**src/rtl/dcf_consts.svh**
```systemverilog
// constants for the dual-clock flag fifo: pin positions, presets, counts
`ifndef DCF_CONSTS_SVH
`define DCF_CONSTS_SVH

// system clock period in ns
`define DCF_CLK_PERIOD_NS 10

// bit positions inside the sampled pin vector
`define DCF_PIN_WCLK 0
`define DCF_PIN_RCLK 1
`define DCF_PIN_WEN 2
`define DCF_PIN_REN 3
`define DCF_PIN_OE 4
`define DCF_PIN_WEXP 5
`define DCF_PIN_REXP 6
`define DCF_PIN_LSEL 7
`define DCF_PIN_DATA 8

// system cycles after reset release before the configuration pins are taken
`define DCF_CFG_SETTLE 2'h3

// default partial-flag offsets in words
`define DCF_AE_OFFSET_DEF 1
`define DCF_AF_OFFSET_DEF 1

// reset and preset values of the flag stage chains and of the pin samples
`define DCF_STG_RESET 3'h0
`define DCF_SPACE_STD_PRESET 3'h7
`define DCF_SPACE_PASS_PRESET 3'h0
`define DCF_PIN_RESET 1'h1

`endif

```
**src/rtl/dcf_pkg.sv**
```systemverilog
// types shared by the dual-clock flag fifo
package dcf_pkg;

  typedef enum logic [1:0] {
    DCF_STG_ONE,
    DCF_STG_TWO,
    DCF_STG_THREE
  } dcf_depth_t;

  typedef enum logic {
    DCF_CFG_WAIT,
    DCF_CFG_RUN
  } dcf_cfg_state_t;

  typedef struct packed {
    logic pass;
    logic sync_pf;
    dcf_depth_t empty_depth;
    dcf_depth_t full_depth;
  } dcf_mode_t;

endpackage

```
**src/rtl/dcf_stream_if.sv**
```systemverilog
// valid/ready word stream between the flag logic and its storage
`timescale 1ns/1ps
`default_nettype none

interface dcf_stream_if #(
  parameter int W = 18
);
  logic valid;
  logic ready;
  logic [W-1:0] data;

  modport src (
    output valid,
    output data,
    input ready
  );

  modport snk (
    input valid,
    input data,
    output ready
  );
endinterface // dcf_stream_if

`default_nettype wire

```
**src/rtl/dcf_word_fifo.sv**
```systemverilog
// small word fifo with parameter width and depth, valid/ready on both sides
`timescale 1ns/1ps
`default_nettype none

module dcf_word_fifo #(
  parameter int WIDTH = 18,
  parameter int DEPTH = 4
) (
  input wire logic mclk_i,
  input wire logic rst_n_i,
  dcf_stream_if.snk push,
  dcf_stream_if.src pop
);
  localparam int AW = $clog2(DEPTH);

  logic [WIDTH-1:0] mem [DEPTH];
  logic [AW:0] wptr;
  logic [AW:0] rptr;

  wire [AW:0] used = wptr - rptr;
  wire full = (used == (AW+1)'(DEPTH));
  wire empty = (used == '0);
  wire push_fire = push.valid & ~full;
  wire pop_fire = pop.ready & ~empty;

  assign push.ready = ~full;
  assign pop.valid = ~empty;
  assign pop.data = mem[rptr[AW-1:0]];

  always_ff @(posedge mclk_i or negedge rst_n_i) begin
    if (!rst_n_i) begin
      wptr <= '0;
      rptr <= '0;
    end else begin
      if (push_fire) begin
        wptr <= wptr + (AW+1)'(1);
      end
      if (pop_fire) begin
        rptr <= rptr + (AW+1)'(1);
      end
    end
  end

  always_ff @(posedge mclk_i) begin
    if (push_fire) begin
      mem[wptr[AW-1:0]] <= push.data;
    end
  end
endmodule // dcf_word_fifo

`default_nettype wire

```
**src/rtl/dcf_flag_fifo.sv**
```systemverilog
// dual-clock fifo flag logic with configuration taken at reset release
`timescale 1ns/1ps
`default_nettype none
`include "dcf_consts.svh"

// Functional notes
// - configuration cycle at reset picks single, double or triple flag buffering.
// - buffering applies to empty and full flags only, not partial flags.
// - each buffer stage adds one clock of delay before a flag clears.
// - only the tabled code combinations exist; flags never configured independently.
// - pass-through: output-ready triple, input-ready double; 001 async, 101 sync partials.
// - standard: 000/100 single, 010/110 double; leading bit picks partial timing.
// - standard timing for codes 000, 011, 100 and 111.
// - read and write clocks may be asynchronous or coincident.
// - pass-through input-ready goes active on a write edge after reset.
// - after reset data outputs low when enabled, released when disabled.
// - read edge too close before write edge defers full change one write edge.
// - write edge too close before read edge defers empty change one read edge.
// - standard mode first word readable the read cycle after empty clears.
// - first-word latency only at empty boundary, one, two or three clocks.
// - async almost-empty asserts on read edge, clears on write edge.
// - async partial timing for codes 000, 001, 010, 011 and 111.
// - async almost-full asserts on write edge, clears on read edge.
// - sync partial flags update only on their own clock's rising edge.
module dcf_flag_fifo #(
  parameter int WIDTH = 18,
  parameter int DEPTH = 4,
  parameter int AE_OFFSET = `DCF_AE_OFFSET_DEF,
  parameter int AF_OFFSET = `DCF_AF_OFFSET_DEF
) (
  input wire logic mclk_i,
  input wire logic rst_n_i,
  input wire logic write_clk_i,
  input wire logic read_clk_i,
  input wire logic write_en_n_i,
  input wire logic read_en_n_i,
  input wire logic out_en_n_i,
  input wire logic first_load_select_n_i,
  input wire logic read_expansion_in_n_i,
  input wire logic write_expansion_in_n_i,
  input wire logic [WIDTH-1:0] data_i,
  output logic [WIDTH-1:0] q_o,
  output logic q_oe_o,
  output logic empty_indicator_n_o,
  output logic full_indicator_n_o,
  output logic almost_empty_ind_n_o,
  output logic almost_full_ind_n_o,
  output logic passthrough_mode_o,
  output logic sync_partial_o,
  output logic config_done_o
);
  localparam int PW = WIDTH + `DCF_PIN_DATA;
  localparam int CW = $clog2(DEPTH + 2);
  localparam logic [CW-1:0] AE_T = CW'(AE_OFFSET);

  dcf_stream_if #(.W(WIDTH)) push_if ();
  dcf_stream_if #(.W(WIDTH)) pop_if ();

  dcf_word_fifo #(
    .WIDTH(WIDTH),
    .DEPTH(DEPTH)
  ) u_store (
    .mclk_i(mclk_i),
    .rst_n_i(rst_n_i),
    .push(push_if.snk),
    .pop(pop_if.src)
  );

  // three-stage sampling of every pin
  wire [PW-1:0] pin_raw;
  logic [PW-1:0] pin_s1;
  logic [PW-1:0] pin_s2;
  logic [PW-1:0] pin_s3;

  assign pin_raw = {data_i, first_load_select_n_i, read_expansion_in_n_i,
                    write_expansion_in_n_i, out_en_n_i, read_en_n_i,
                    write_en_n_i, read_clk_i, write_clk_i};

  always_ff @(posedge mclk_i or negedge rst_n_i) begin
    if (!rst_n_i) begin
      pin_s1 <= {PW{`DCF_PIN_RESET}};
      pin_s2 <= {PW{`DCF_PIN_RESET}};
      pin_s3 <= {PW{`DCF_PIN_RESET}};
    end else begin
      pin_s1 <= pin_raw;
      pin_s2 <= pin_s1;
      pin_s3 <= pin_s2;
    end
  end

  // clock edges count once stages two and three agree
  logic wclk_lvl;
  logic rclk_lvl;
  wire wclk_agree = (pin_s2[`DCF_PIN_WCLK] == pin_s3[`DCF_PIN_WCLK]);
  wire rclk_agree = (pin_s2[`DCF_PIN_RCLK] == pin_s3[`DCF_PIN_RCLK]);
  wire wclk_rise = wclk_agree & pin_s3[`DCF_PIN_WCLK] & ~wclk_lvl;
  wire rclk_rise = rclk_agree & pin_s3[`DCF_PIN_RCLK] & ~rclk_lvl;

  always_ff @(posedge mclk_i or negedge rst_n_i) begin
    if (!rst_n_i) begin
      wclk_lvl <= 1'h1;
      rclk_lvl <= 1'h1;
    end else begin
      if (wclk_agree) begin
        wclk_lvl <= pin_s3[`DCF_PIN_WCLK];
      end
      if (rclk_agree) begin
        rclk_lvl <= pin_s3[`DCF_PIN_RCLK];
      end
    end
  end

  // configuration decode of the three sampled pins
  wire load_sel = pin_s3[`DCF_PIN_LSEL];
  wire rexp = pin_s3[`DCF_PIN_REXP];
  wire wexp = pin_s3[`DCF_PIN_WEXP];

  wire dec_pass = ~rexp & wexp;
  wire dec_dbl = rexp & ~wexp;
  wire dec_sync = load_sel & ~(rexp & wexp);
  wire dcf_pkg::dcf_depth_t dec_empty_depth =
    dec_pass ? dcf_pkg::DCF_STG_THREE :
    (dec_dbl ? dcf_pkg::DCF_STG_TWO : dcf_pkg::DCF_STG_ONE);
  wire dcf_pkg::dcf_depth_t dec_full_depth =
    (dec_pass | dec_dbl) ? dcf_pkg::DCF_STG_TWO : dcf_pkg::DCF_STG_ONE;
  wire dcf_pkg::dcf_mode_t dec_mode = '{
    pass: dec_pass,
    sync_pf: dec_sync,
    empty_depth: dec_empty_depth,
    full_depth: dec_full_depth
  };

  dcf_pkg::dcf_cfg_state_t state;
  dcf_pkg::dcf_cfg_state_t next_state;
  dcf_pkg::dcf_mode_t mode;
  logic [1:0] settle;

  wire settled = (settle == `DCF_CFG_SETTLE);
  wire capture = (state == dcf_pkg::DCF_CFG_WAIT) & settled;
  wire running = (state == dcf_pkg::DCF_CFG_RUN);

  always_comb begin
    next_state = state;
    case (state)
      dcf_pkg::DCF_CFG_WAIT: begin
        if (settled) begin
          next_state = dcf_pkg::DCF_CFG_RUN;
        end
      end
      dcf_pkg::DCF_CFG_RUN: begin
        next_state = dcf_pkg::DCF_CFG_RUN;
      end
      default: begin
        next_state = dcf_pkg::DCF_CFG_WAIT;
      end
    endcase
  end

  always_ff @(posedge mclk_i or negedge rst_n_i) begin
    if (!rst_n_i) begin
      state <= dcf_pkg::DCF_CFG_WAIT;
      settle <= 2'h0;
      mode <= '0;
    end else begin
      state <= next_state;
      if (!settled) begin
        settle <= settle + 2'h1;
      end
      if (capture) begin
        mode <= dec_mode;
      end
    end
  end

  // edges count only after the mode is fixed
  wire wr_edge = running & wclk_rise;
  wire rd_edge = running & rclk_rise;
  wire wen = ~pin_s3[`DCF_PIN_WEN];
  wire ren = ~pin_s3[`DCF_PIN_REN];

  logic [2:0] avail_stg;
  logic [2:0] space_stg;
  logic out_valid;
  logic [WIDTH-1:0] q;
  logic [CW-1:0] total;
  logic ae_low;
  logic af_low;

  wire avail_flag = avail_stg[mode.empty_depth];
  wire space_flag = space_stg[mode.full_depth];

  // writes gated by the buffered space flag and by storage back-pressure
  wire push_req = wr_edge & wen & space_flag;
  wire push_fire = push_req & push_if.ready;
  assign push_if.valid = push_req;
  assign push_if.data = pin_s3[PW-1:`DCF_PIN_DATA];

  wire std_pop = rd_edge & ren & avail_flag & ~mode.pass;
  // load at boundary only
  // the third read edge fills the last stage and loads the word on that same edge
  wire pass_due = avail_stg[1] & pop_if.valid;
  wire pass_load = rd_edge & mode.pass & pass_due & (~out_valid | ren);
  wire pass_take = rd_edge & mode.pass & out_valid & ren;
  assign pop_if.ready = std_pop | pass_load;
  wire pop_fire = pop_if.ready & pop_if.valid;
  wire leave = (std_pop & pop_if.valid) | pass_take;

  always_ff @(posedge mclk_i or negedge rst_n_i) begin
    if (!rst_n_i) begin
      avail_stg <= `DCF_STG_RESET;
    end else if (!pop_if.valid) begin
      avail_stg <= `DCF_STG_RESET;
    end else if (rd_edge) begin
      avail_stg <= {avail_stg[1:0], 1'h1};
    end
  end

  always_ff @(posedge mclk_i or negedge rst_n_i) begin
    if (!rst_n_i) begin
      space_stg <= `DCF_STG_RESET;
    end else if (capture) begin
      space_stg <= dec_pass ? `DCF_SPACE_PASS_PRESET : `DCF_SPACE_STD_PRESET;
    end else if (!push_if.ready) begin
      space_stg <= `DCF_STG_RESET;
    end else if (wr_edge) begin
      space_stg <= {space_stg[1:0], 1'h1};
    end
  end

  // output word register and its pass-through valid bit
  always_ff @(posedge mclk_i or negedge rst_n_i) begin
    if (!rst_n_i) begin
      out_valid <= 1'h0;
    end else if (pop_fire & mode.pass) begin
      out_valid <= 1'h1;
    end else if (pass_take) begin
      out_valid <= 1'h0;
    end
  end

  always_ff @(posedge mclk_i or negedge rst_n_i) begin
    if (!rst_n_i) begin
      q <= '0;
    end else if (pop_fire) begin
      q <= pop_if.data;
    end
  end

  // words held by the device, including the pass-through output word
  wire [CW-1:0] next_total = total + CW'(push_fire) - CW'(leave);
  wire [CW-1:0] cap = CW'(DEPTH) + CW'(mode.pass);
  wire [CW-1:0] af_thr = cap - CW'(AF_OFFSET);
  wire ae_hit = (next_total <= AE_T);
  wire af_hit = (next_total >= af_thr);

  always_ff @(posedge mclk_i or negedge rst_n_i) begin
    if (!rst_n_i) begin
      total <= '0;
    end else begin
      total <= next_total;
    end
  end

  always_ff @(posedge mclk_i or negedge rst_n_i) begin
    if (!rst_n_i) begin
      ae_low <= 1'h1;
    end else if (mode.sync_pf) begin
      if (rd_edge) begin
        ae_low <= ae_hit;
      end
    end else if (rd_edge & ae_hit) begin
      ae_low <= 1'h1;
    end else if (wr_edge & ~ae_hit) begin
      ae_low <= 1'h0;
    end
  end

  always_ff @(posedge mclk_i or negedge rst_n_i) begin
    if (!rst_n_i) begin
      af_low <= 1'h0;
    end else if (mode.sync_pf) begin
      if (wr_edge) begin
        af_low <= af_hit;
      end
    end else if (wr_edge & af_hit) begin
      af_low <= 1'h1;
    end else if (rd_edge & ~af_hit) begin
      af_low <= 1'h0;
    end
  end

  // pins: empty/output-ready and full/input-ready share one pin each
  assign empty_indicator_n_o = mode.pass ? ~out_valid : avail_flag;
  assign full_indicator_n_o = mode.pass ? ~space_flag : space_flag;
  assign almost_empty_ind_n_o = ~ae_low;
  assign almost_full_ind_n_o = ~af_low;
  assign q_oe_o = ~pin_s3[`DCF_PIN_OE];
  assign q_o = q;
  assign passthrough_mode_o = mode.pass;
  assign sync_partial_o = mode.sync_pf;
  assign config_done_o = running;

endmodule // dcf_flag_fifo

`default_nettype wire

```
**config.mk**
```make
export PLATFORM = sky130hd
export DESIGN_NAME = dcf_flag_fifo
export DESIGN_NICKNAME = d
export VERILOG_FILES = /design/src/rtl/dcf_pkg.sv /design/src/rtl/dcf_stream_if.sv /design/src/rtl/dcf_word_fifo.sv /design/src/rtl/dcf_flag_fifo.sv
export VERILOG_INCLUDE_DIRS = /design/src /design/src/rtl
export SDC_FILE = /design/constraint.sdc
export NUM_CORES = 1
export LEC_CHECK = 0
export BUFFER_PORTS_ARGS = -buffer_cell sky130_fd_sc_hd__buf_4
export CAP_MARGIN = 20
export CORE_MARGIN = 5
export CORE_UTILIZATION = 60
export DETAILED_ROUTE_END_ITERATION = 8
export HOLD_SLACK_MARGIN = 0.03
export PLACE_DENSITY = 0.8
export SETUP_SLACK_MARGIN = 0.02
export SYNTH_ARGS = -nofsm -noshare
export SYNTH_HDL_FRONTEND = slang
export SYNTH_HIERARCHICAL = 1
export SYNTH_SLANG_ARGS = --single-unit
```
**constraint.sdc**
```tcl
create_clock -name mclk_i -period 10.4 [get_ports mclk_i]
set_input_delay 2.08 -clock mclk_i [delete_from_list [all_inputs] [get_ports mclk_i]]
set_output_delay 2.08 -clock mclk_i [all_outputs]
set_load 0.05 [all_outputs]
```
==> impl_metrics.toml, run 1 <==
[outcome]
outcome = "complete, no violations"

[floorplanning]
die_h_um = 117
die-area_um2 = 13700
io_pins = 54
start_util_pct = 60.7
rows = 39
die_width_um = 117
core_um2 = 11300

[critical_path]
reg2reg_depth = 17
path_cells = "inv_1, ha_1, nor2b_1, xnor2_4, or2_2, a22oi_1, nor3_1, ha_1, inv_1, ha_1, inv_1, fa_1, xnor2_1, xnor2_1, ha_1, a21oi_1, o21ai_0"
cp_slowest_cell = "dfrtp_1"
end_kind = "flop"
start_kind = "flop"
cpPeakStageDelay_ns = 0.94
path_max_fanout = 21
crit_top_cell = "ha_1"
cp.arrival_ns = 4.55
worstPathRequired_ns = 10.69
crit_type = "flop to flop"

[global_route]
grt_pass1_vias = 3439
grt_use_total_pct = 17.7
antenna_found_initial = 0
grt_pass1_wl_mm = 17.6
grt_overflow = 0
grt_max_degree = 66

[synth]
synth-simple-area-share_pct = 2.51
synth_edf_count = 72
synthTopCellsByArea = "edfxtp_1, dfstp_2, dfrtp_1, mux4_2, ha_1"
synth.most_common_cell = "dfstp_2"
syn_nets = 396
synth_common_cells = "dfstp_2, edfxtp_1, dfrtp_1"
netlist.area_leader.share_pct = 31.5
synth_top_cell_by_area = "edfxtp_1"
synth-xor-area-share_pct = 1.66
synth_area_um2 = 6870
synth_mux_area_share_pct = 11.2
yosys.area_share.adder_pct = 3.57
synth_compound_area_share_pct = 2.37
synth_cell_types = 42
ys_ff_latch = 193
ys_seq_area_share_pct = 77.0
synth_ff_type = "dfstp_2"
synth_cells = 349
async_flop_share_pct = 62.7
yosys_warnings = 6
avgSynthCellArea_um2 = 19.7
synth_top_family_by_area = "multiplexers"

[detailed_routing]
drcViolationCount = 0
firstDrtPassIters = 4
vias_per_cell = 5.40
drtAntennaViolNets = 0
drtIter0Drc = 189
wire_per_inst_um = 19.0
drt-total-wl_mm = 10.9
vias = 3086

[sta]
relSlewSlack_pct = 29.7
finalSetupViolCount = 0
fin_crit_sh_pct = 41.0
worstMarginPinSlew_ns = 1.05
rsz0062_at_grt = "no"
period_minus_slack_ns = 4.26
skew_ns = 0.00731
slew_violations = 0
clock.fmax_ghz = 0.235
fin_setup_tns_ns = 0
hold_viol = 0

[placement]
io_buffers = 53
hpwl_mm = 6.59
place_congestion = 0.778
dp_cells = 539
place_area_um2 = 7410

[clock_network]
clkLatencyLatePin_ns = 0.42
path_clk_slew_ns = 0.06
clock_sinks = 193
cts_tree = "yes"
root_buffer = "clkbuf_16"
cts-buffers-inserted = 17
cts.path.max_buffers = 2
cts_resized = 0
h-tree-depth = 4
post-cts-setup-buffers = 0
hold_buffers = 0

[layout]
syn_to_final_growth_pct = 17.0
fin_cells = 571
post-route-cell-area_um2 = 8040
drive_gt1_share_pct = 50.7
final_nets = 462
fin_util_pct = 71.1
diodes = 0

[min_path]
hold_depth = 0
hold_path_class = "flop to flop"

[power]
powerDensity_nw_per_um2 = 256
vdd_ir_drop_max_uv = 207
p_total_mw = 2.06
leakage_nw = 3.25

[run]
max_cap_violations = 0
==> cell type report <==
class,count,area (um^2)
Sequential cell,193,5290
Fill cell,688,3280
Multi-Input combinational cell,132,1460
Clock buffer,23,520
Timing Repair Buffer,56,420
Tap cell,143,179
Clock inverter,9,114
Inverter,15,56.3
==> power by group <==
group	switching (mW)	total [mW]	internal (mW)
logic	0.267	0.444	0.177
registers	0.0543	0.939	0.885
clock network	0.269	0.674	0.405
==> worst max-delay path: cells and delay by family (launching register included) <==
kind,cells,cell delay (ns)
AND/OR/NAND/NOR,3,0.70
flip-flops,1,0.94
AO/OA/AOI/OAI,3,0.39
XOR/XNOR,3,0.57
adder cells (fa/ha/maj),5,1.30
buffers and inverters,3,0.20
==> kinds of logic (layout without fill, tap and decap cells) <==
logic type      Yosys count  count (layout)
simple gates             34              34
mux                      47              47
fa+ha+maj                19              19
compound gates           22              22
xor+xnor                 10              10
buf+inv                  24             103
flops                   193             193
==> registers in the layout, indices dropped and copies added (netlist names), 2 cells and up <==
signal	cells
u_store/mem	72
pin_s1	26
pin_s2	26
pin_s3	26
q_o	18
total	3
u_store/rptr	3
u_store/wptr	3
avail_stg	2
mode	2
settle	2
space_stg	2
==> final timing paths <==
path | slack [ns] | start | endpoint
worst min-delay path | 0.35 | pin_s2[5] | pin_s3[5]
worst max register to register | 6.14 | u_store/rptr[1] | af_low
min in group asynchronous | 1.71 | rst_n_i | q_o[14]
max in group asynchronous | 7.46 | rst_n_i | q_o[17]
worst min register to register | 0.35 | pin_s2[5] | pin_s3[5]
worst max-delay path | 6.14 | u_store/rptr[1] | af_low
==> placed cells by master (no fill, tap or decap), types with 3 or more instances in the layout <==
cell       instances
clkinv_4           3
mux2_4            11
o21ai_0            5
nand2_1           11
clkbuf_16         19
dfstp_2           81
clkbuf_8           3
mux4_2            18
mux2_2            13
nor2_1             6
nand2b_1           3
o211ai_1           3
ha_1              18
buf_4             56
and2_1             3
dfrtp_1           40
mux2i_1            4
xnor2_1            7
edfxtp_1          72
nor3_1             3
inv_1             15
a21oi_1            4
==> stage by stage <==
stage	worst slack, ns	hold slack (ns)
finish	6.14	0.352
global route	5.88	0.352
CTS	6.11	0.353
global placement	6.33	0.346
floorplan	6.53	0.345
detailed placement	6.14	0.347
==> per-layer routing <==
metal / global-route usage [%] / wire length [um]
met5: 0 / 0
met4: 7.26 / 149
met3: 4.52 / 453
met2: 29.9 / 5730
met1: 22.2 / 4540
No activity file was read; power rests on OpenSTA's default activity.
==> run 2, diff against run 1 <==
--- a/config.mk
+++ b/config.mk
@@ -6,13 +6,14 @@
 export SDC_FILE = /design/constraint.sdc
 export NUM_CORES = 1
 export LEC_CHECK = 0
+export ABC_AREA = 1
 export BUFFER_PORTS_ARGS = -buffer_cell sky130_fd_sc_hd__buf_4
 export CAP_MARGIN = 20
 export CORE_MARGIN = 5
-export CORE_UTILIZATION = 60
+export CORE_UTILIZATION = 53
 export DETAILED_ROUTE_END_ITERATION = 8
 export HOLD_SLACK_MARGIN = 0.03
-export PLACE_DENSITY = 0.8
+export PLACE_DENSITY = 0.74
 export SETUP_SLACK_MARGIN = 0.02
 export SYNTH_ARGS = -nofsm -noshare
 export SYNTH_HDL_FRONTEND = slang
==> constraint.sdc (replaced) <==
create_clock -name mclk_i -period 3.9 [get_ports mclk_i]
set_input_delay 0.78 -clock mclk_i [delete_from_list [all_inputs] [get_ports mclk_i]]
set_output_delay 0.78 -clock mclk_i [all_outputs]
set_load 0.05 [all_outputs]
==> run 2 against run 1 <==
  * Critical path type unchanged
  * Critical path depth up 3
  * Global-route usage fell by 1.5 points
  * Critical endpoint unchanged
  * Via count is 26% higher
  * Count of clock-buffer cells in the layout shrank 5
  * Largest power group unchanged
==> impl_metrics.toml, run 2 <==
[layout]
drive_gt1_share_pct = 33.4
largest_reg_flops = 72
syn_to_final_growth_pct = 16.6
layout_commonest_cell = "nand2_1"
diodes = 0
fill_cells = 964
post-route-cell-area_um2 = 8280
final_cell_mix = "nand2_1, dfstp_2, edfxtp_1"
final_nets = 635

[power]
sw_frac_of_total_pct = 33.7
combPwrFrac_pct = 27.2
powerDensity_nw_per_um2 = 698
clkPwrFrac_pct = 29.7
leakage_nw = 3.51
vdd_ir_drop_max_uv = 342
p_total_mw = 5.77
netSwitchingPower_mw = 1.95
p_seq_share_pct = 43.1
intPower_mw = 3.83

[floorplanning]
start_util_pct = 53.8
rows = 42
io_pins = 54
die_width_um = 126
core_um2 = 13200
die-area_um2 = 15800
die_h_um = 126

[placement]
preCtsSetupSlack_ns = 0.360
hpwl_mm = 7.37
io_buffers = 53
place_area_um2 = 7680
place_congestion = 0.805

[clock_network]
cts-buffers-inserted = 17
clkLatencyLatePin_ns = 0.42
h-tree-depth = 4
path_clk_slew_ns = 0.07
root_buffer = "clkbuf_16"
cts.path.max_buffers = 2
cts_tree = "yes"
clock_sinks = 193

[detailed_routing]
firstDrtPassIters = 4
wire_per_inst_um = 15.4
vias_per_cell = 4.99
drt-total-wl_mm = 12.0
drtAntennaViolNets = 0
drcViolationCount = 0
vias = 3880
drtIter0Drc = 318

[sta]
setup_slack_ns = 0.408
finalSetupViolCount = 0
fin_setup_tns_ns = 0
clock.fmax_ghz = 0.286
hold_viol = 0
fin_crit_sh_pct = 89.5
period_minus_slack_ns = 3.49
skew_ns = 0.00770
slew_violations = 0
relSlewSlack_pct = 41.7
rsz0062_at_grt = "no"
worstMarginPinSlew_ns = 0.873

[synth]
syn_nets = 569
synth_area_um2 = 7100
avgSynthCellArea_um2 = 13.6
synth_top_cell_by_area = "edfxtp_1"
synth_cell_types = 35
ys_ff_latch = 193
synth_common_cells = "nand2_1, dfstp_2, edfxtp_1"
synth_edf_count = 72
synthTopCellsByArea = "edfxtp_1, dfstp_2, dfrtp_1, nand2_1, ha_1"
synth_ff_type = "dfstp_2"
async_flop_share_pct = 62.7
synth.most_common_cell = "nand2_1"
netlist.area_leader.share_pct = 30.5
ys_seq_area_share_pct = 74.5
synth_cells = 522
yosys_warnings = 6

[global_route]
grt_use_total_pct = 16.2
antenna_found_initial = 0
grt_pass1_vias = 3991
grt_overflow = 0
grt_max_degree = 68
grt_pass1_wl_mm = 19.8

[min_path]
hold_path_class = "flop to flop"

[critical_path]
start_kind = "flop"
end_kind = "flop"
crit_type = "flop to flop"
worstPathRequired_ns = 4.21
path_max_fanout = 5
cp.arrival_ns = 3.80

[run]
max_cap_violations = 0

[outcome]
outcome = "complete, no violations"
-- run 2: worst max-delay path: stages, from the launching register on --
cell and delay [ns]:
dfrtp_1 0.44, ha_1 0.35, a21oi_1 0.24, nand2_1 0.10, nand3_2 0.08, inv_1 0.05
o21ai_0 0.18, ha_1 0.25, inv_1 0.06, ha_1 0.13, inv_1 0.04, fa_1 0.41
xnor2_1 0.16, nand2_1 0.06, nand2_1 0.08, inv_1 0.06, ha_1 0.30, a21oi_1 0.16
o211ai_1 0.09, o21ai_0 0.07, o21ai_0 0.09
-- run 2: stage by stage --
stage	instances	hold WS [ns]	utilization [%]
6_report	777	0.347	62.7
5_1_grt	777	0.344	62.7
4_1_cts	777	0.351	62.7
3_5_place_dp	745	0.347	58.2
3_3_place_gp	745	0.345	58.2
2_1_floorplan	522	0.345	-
-- run 2: final timing paths --
path                                 startpoint        end  slack (ns)  cells past startpoint
worst min-delay path                  pin_s1[6]  pin_s2[6]        0.35                      0
worst max register to register  u_store/wptr[1]     af_low        0.41                     20
min in group asynchronous               rst_n_i    q_o[11]        0.42                      1
worst min register to register        pin_s1[6]  pin_s2[6]        0.35                      0
max in group asynchronous               rst_n_i     ae_low        2.69                      2
worst max-delay path            u_store/wptr[1]     af_low        0.41                     20
-- run 2: area by class of cell --
| type | instances | area, um^2 | share of cell area [%] |
|---|---|---|---|
| clock buffer | 18 | 429 | 5.19 |
| clock inverter | 14 | 165 | 2.00 |
| inverter | 37 | 141 | 1.71 |
| multi-input combinational | 277 | 1550 | 18.7 |
| sequential | 193 | 5290 | 63.9 |
| tap | 176 | 220 | 2.66 |
| timing repair buffer | 62 | 478 | 5.77 |
-- run 2: cells by family (layout without fill, tap and decap cells) --
kind of cell    count (synthesis)  in the layout  synth area share (%)
compound gates                 72             72                  5.48
xor+xnor                        5              5                 0.617
fa+ha+maj                      19             19                  3.45
buf+inv                        52            131                  3.65
flops                         193            193                  74.5
mux                             2              2                 0.300
simple gates                  179            179                  12.0
-- run 2: power by group through the flow --
stage	Sequential [mW]	Clock [mW]	Combinational, mW
floorplan	2.81	0	0.860
global placement	2.51	0	1.53
detailed placement	2.52	0	1.58
CTS	2.49	1.76	1.59
global route	2.51	1.85	1.74
finish	2.49	1.71	1.57
-- run 2: layer usage --
layer  routed length [um]  vias to the layer above  GRT usage, %
li1                     -                     1894             -
met1                 5190                     1893          21.6
met2                 6070                       79          25.3
met3                  599                       14          4.53
met4                  144                        0          7.00
met5                    0                        -             0
-- run 2: repair_timing --
| action | in CTS | in global routing |
|---|---|---|
| endpoints found under the setup margin | 0 | 1 |
| gates resized for setup | 0 | 1 |
| buffers inserted | 0 | 0 |
| hold buffers | 0 | 0 |
==> run 3, diff against run 2 <==
--- a/config.mk
+++ b/config.mk
@@ -14,6 +14,7 @@
 export DETAILED_ROUTE_END_ITERATION = 8
 export HOLD_SLACK_MARGIN = 0.03
 export PLACE_DENSITY = 0.74
+export REMOVE_ABC_BUFFERS = 1
 export SETUP_SLACK_MARGIN = 0.02
 export SYNTH_ARGS = -nofsm -noshare
 export SYNTH_HDL_FRONTEND = slang
==> run 3 against run 2 <==
  * Wire length unchanged
  * Register-to-register slack about the same
  * Global-route usage up 0.22 points
  * Final area about the same
  * Hold slack better by 0.0020 ns
  * Sequential share of layout area up 0.058 points
  * Utilization down 0.057 points
  * Non-clock buffer count unchanged
  * Power down 0.31%
  * Cell count unchanged
  * Sequential power about the same
  * Sequential cell count unchanged
  * Highest routed layer unchanged
==> impl_metrics.toml, run 3 (synthesis gave the netlist of run 2 again) <==
[outcome]
outcome = "complete, no violations"

[critical_path]
path_cells = "ha_1, a21oi_2, nand2_1, nand3_2, inv_1, o21ai_0, ha_1, inv_1, ha_1, inv_1, fa_1, xnor2_1, nand2_1, nand2_1, inv_1, ha_1, a21oi_1, o211ai_1, o21ai_0, o21ai_0"
crit_type = "flop to flop"
path_max_fanout = 5
worstPathRequired_ns = 4.20
end_kind = "flop"
cpPeakStageDelay_ns = 0.43
r2r_setup_slack_ns = 0.40
start_kind = "flop"
cp.arrival_ns = 3.80
cp_slowest_cell = "dfrtp_1"

[layout]
layout_commonest_cell = "nand2_1"
fin_cells = 777
largest_reg_flops = 72
drive_gt1_share_pct = 34.1
post-route-cell-area_um2 = 8270
final_nets = 635
syn_to_final_growth_pct = 16.5
diodes = 0
final_cell_mix = "nand2_1, dfstp_2, edfxtp_1"
fin_util_pct = 62.7

[clock_network]
cts.path.max_buffers = 2
cts-buffers-inserted = 17
hold_buffers = 0
root_buffer = "clkbuf_16"
path_clk_slew_ns = 0.07
clkLatencyLatePin_ns = 0.42
cts_tree = "yes"
clock_sinks = 193
cts_resized = 0
post-cts-setup-buffers = 0
h-tree-depth = 4

[detailed_routing]
firstDrtPassIters = 5
drtIter0Drc = 236
vias_per_cell = 5.14
drtAntennaViolNets = 0
drcViolationCount = 0
wire_per_inst_um = 15.4
drt-total-wl_mm = 12.0
vias = 3990

[placement]
dp_cells = 745
hpwl_mm = 7.50
io_buffers = 53
place_area_um2 = 7680
place_congestion = 0.809

[global_route]
grt_overflow = 0
busiest_layer = "met2"
met3_usage_pct = 4.15
grt_use_met2_pct = 28.2
grt_use_total_pct = 16.4
antenna_found_initial = 0
grt_max_degree = 65
met1_usage_pct = 19.1
grt_pass1_vias = 4256
grt_pass1_wl_mm = 20.4

[run]
max_cap_violations = 0

[min_path]
hold_path_class = "flop to flop"

[sta]
rsz0062_at_grt = "no"
worstMarginPinSlew_ns = 0.845
relSlewSlack_pct = 43.6
period_minus_slack_ns = 3.50
slew_violations = 0
fin_crit_sh_pct = 89.8
skew_ns = 0.00866
finalSetupViolCount = 0
hold_viol = 0
hold_slack_ns = 0.349
clock.fmax_ghz = 0.286

[floorplanning]
die-area_um2 = 15800
die_width_um = 126
start_util_pct = 53.8
io_pins = 54
core_um2 = 13200
rows = 42
die_h_um = 126

[power]
vdd_ir_drop_max_uv = 452
leakage_nw = 3.50
powerDensity_nw_per_um2 = 696
p_total_mw = 5.76
run 3: changes by cell type in the layout (fill, tap and decap cells not counted):
cell | before | now
a21oi_1 | 5 | 4
a21oi_2 | 0 | 1
clkinv_4 | 4 | 0
inv_6 | 0 | 2
clkinv_2 | 2 | 4
clkinv_1 | 4 | 1
bufinv_16 | 3 | 2
inv_8 | 1 | 3
clkinvlp_4 | 1 | 3
run 3: cell type report:
type	instances	area, um^2
Clock inverter	14	154
Fill cell	957	4920
Multi-Input combinational cell	277	1560
Tap cell	176	220
Timing Repair Buffer	62	478
Inverter	37	141
Clock buffer	18	429
Sequential cell	193	5290
run 3: per-stage QoR:
stage          TNS, ns  setup slack [ns]
3_5_place_dp         0             0.311
4_1_cts              0             0.307
2_1_floorplan   -0.152            -0.152
5_1_grt              0            0.0406
6_report             0             0.398
3_3_place_gp         0             0.501
run 3: final timing paths:
check | startpoint | end | depth (start not counted)
worst max-delay path | u_store/wptr[1] | af_low | 20
worst min-delay path | pin_s2[5] | pin_s3[5] | 0
worst max register to register | u_store/wptr[1] | af_low | 20
worst min register to register | pin_s2[5] | pin_s3[5] | 0
max in group asynchronous | rst_n_i | pin_s3[23] | 2
min in group asynchronous | rst_n_i | q_o[3] | 1
run 3: worst max-delay path, delay by kind of cell (launching register included):
family / cells / cell delay, ns
xor+xnor: 1 / 0.16
fa+ha+maj: 5 / 1.47
buf+inv: 4 / 0.23
compound gates: 6 / 0.78
flops: 1 / 0.43
simple gates: 4 / 0.30
run 3: routing by layer:
metal	vias to the layer above	routed length (um)	share of wire [%]
met1	1941	4690	39
met3	32	650	5.4
met4	0	446	3.7
met2	128	6220	52
li1	1889	-	-
met5	-	0	0
run 3: where the power goes:
group          internal [mW]  total (mW)  switching, mW
Combinational          0.465        1.59           1.13
Sequential              2.36        2.49          0.130
Clock                  0.955        1.68          0.723
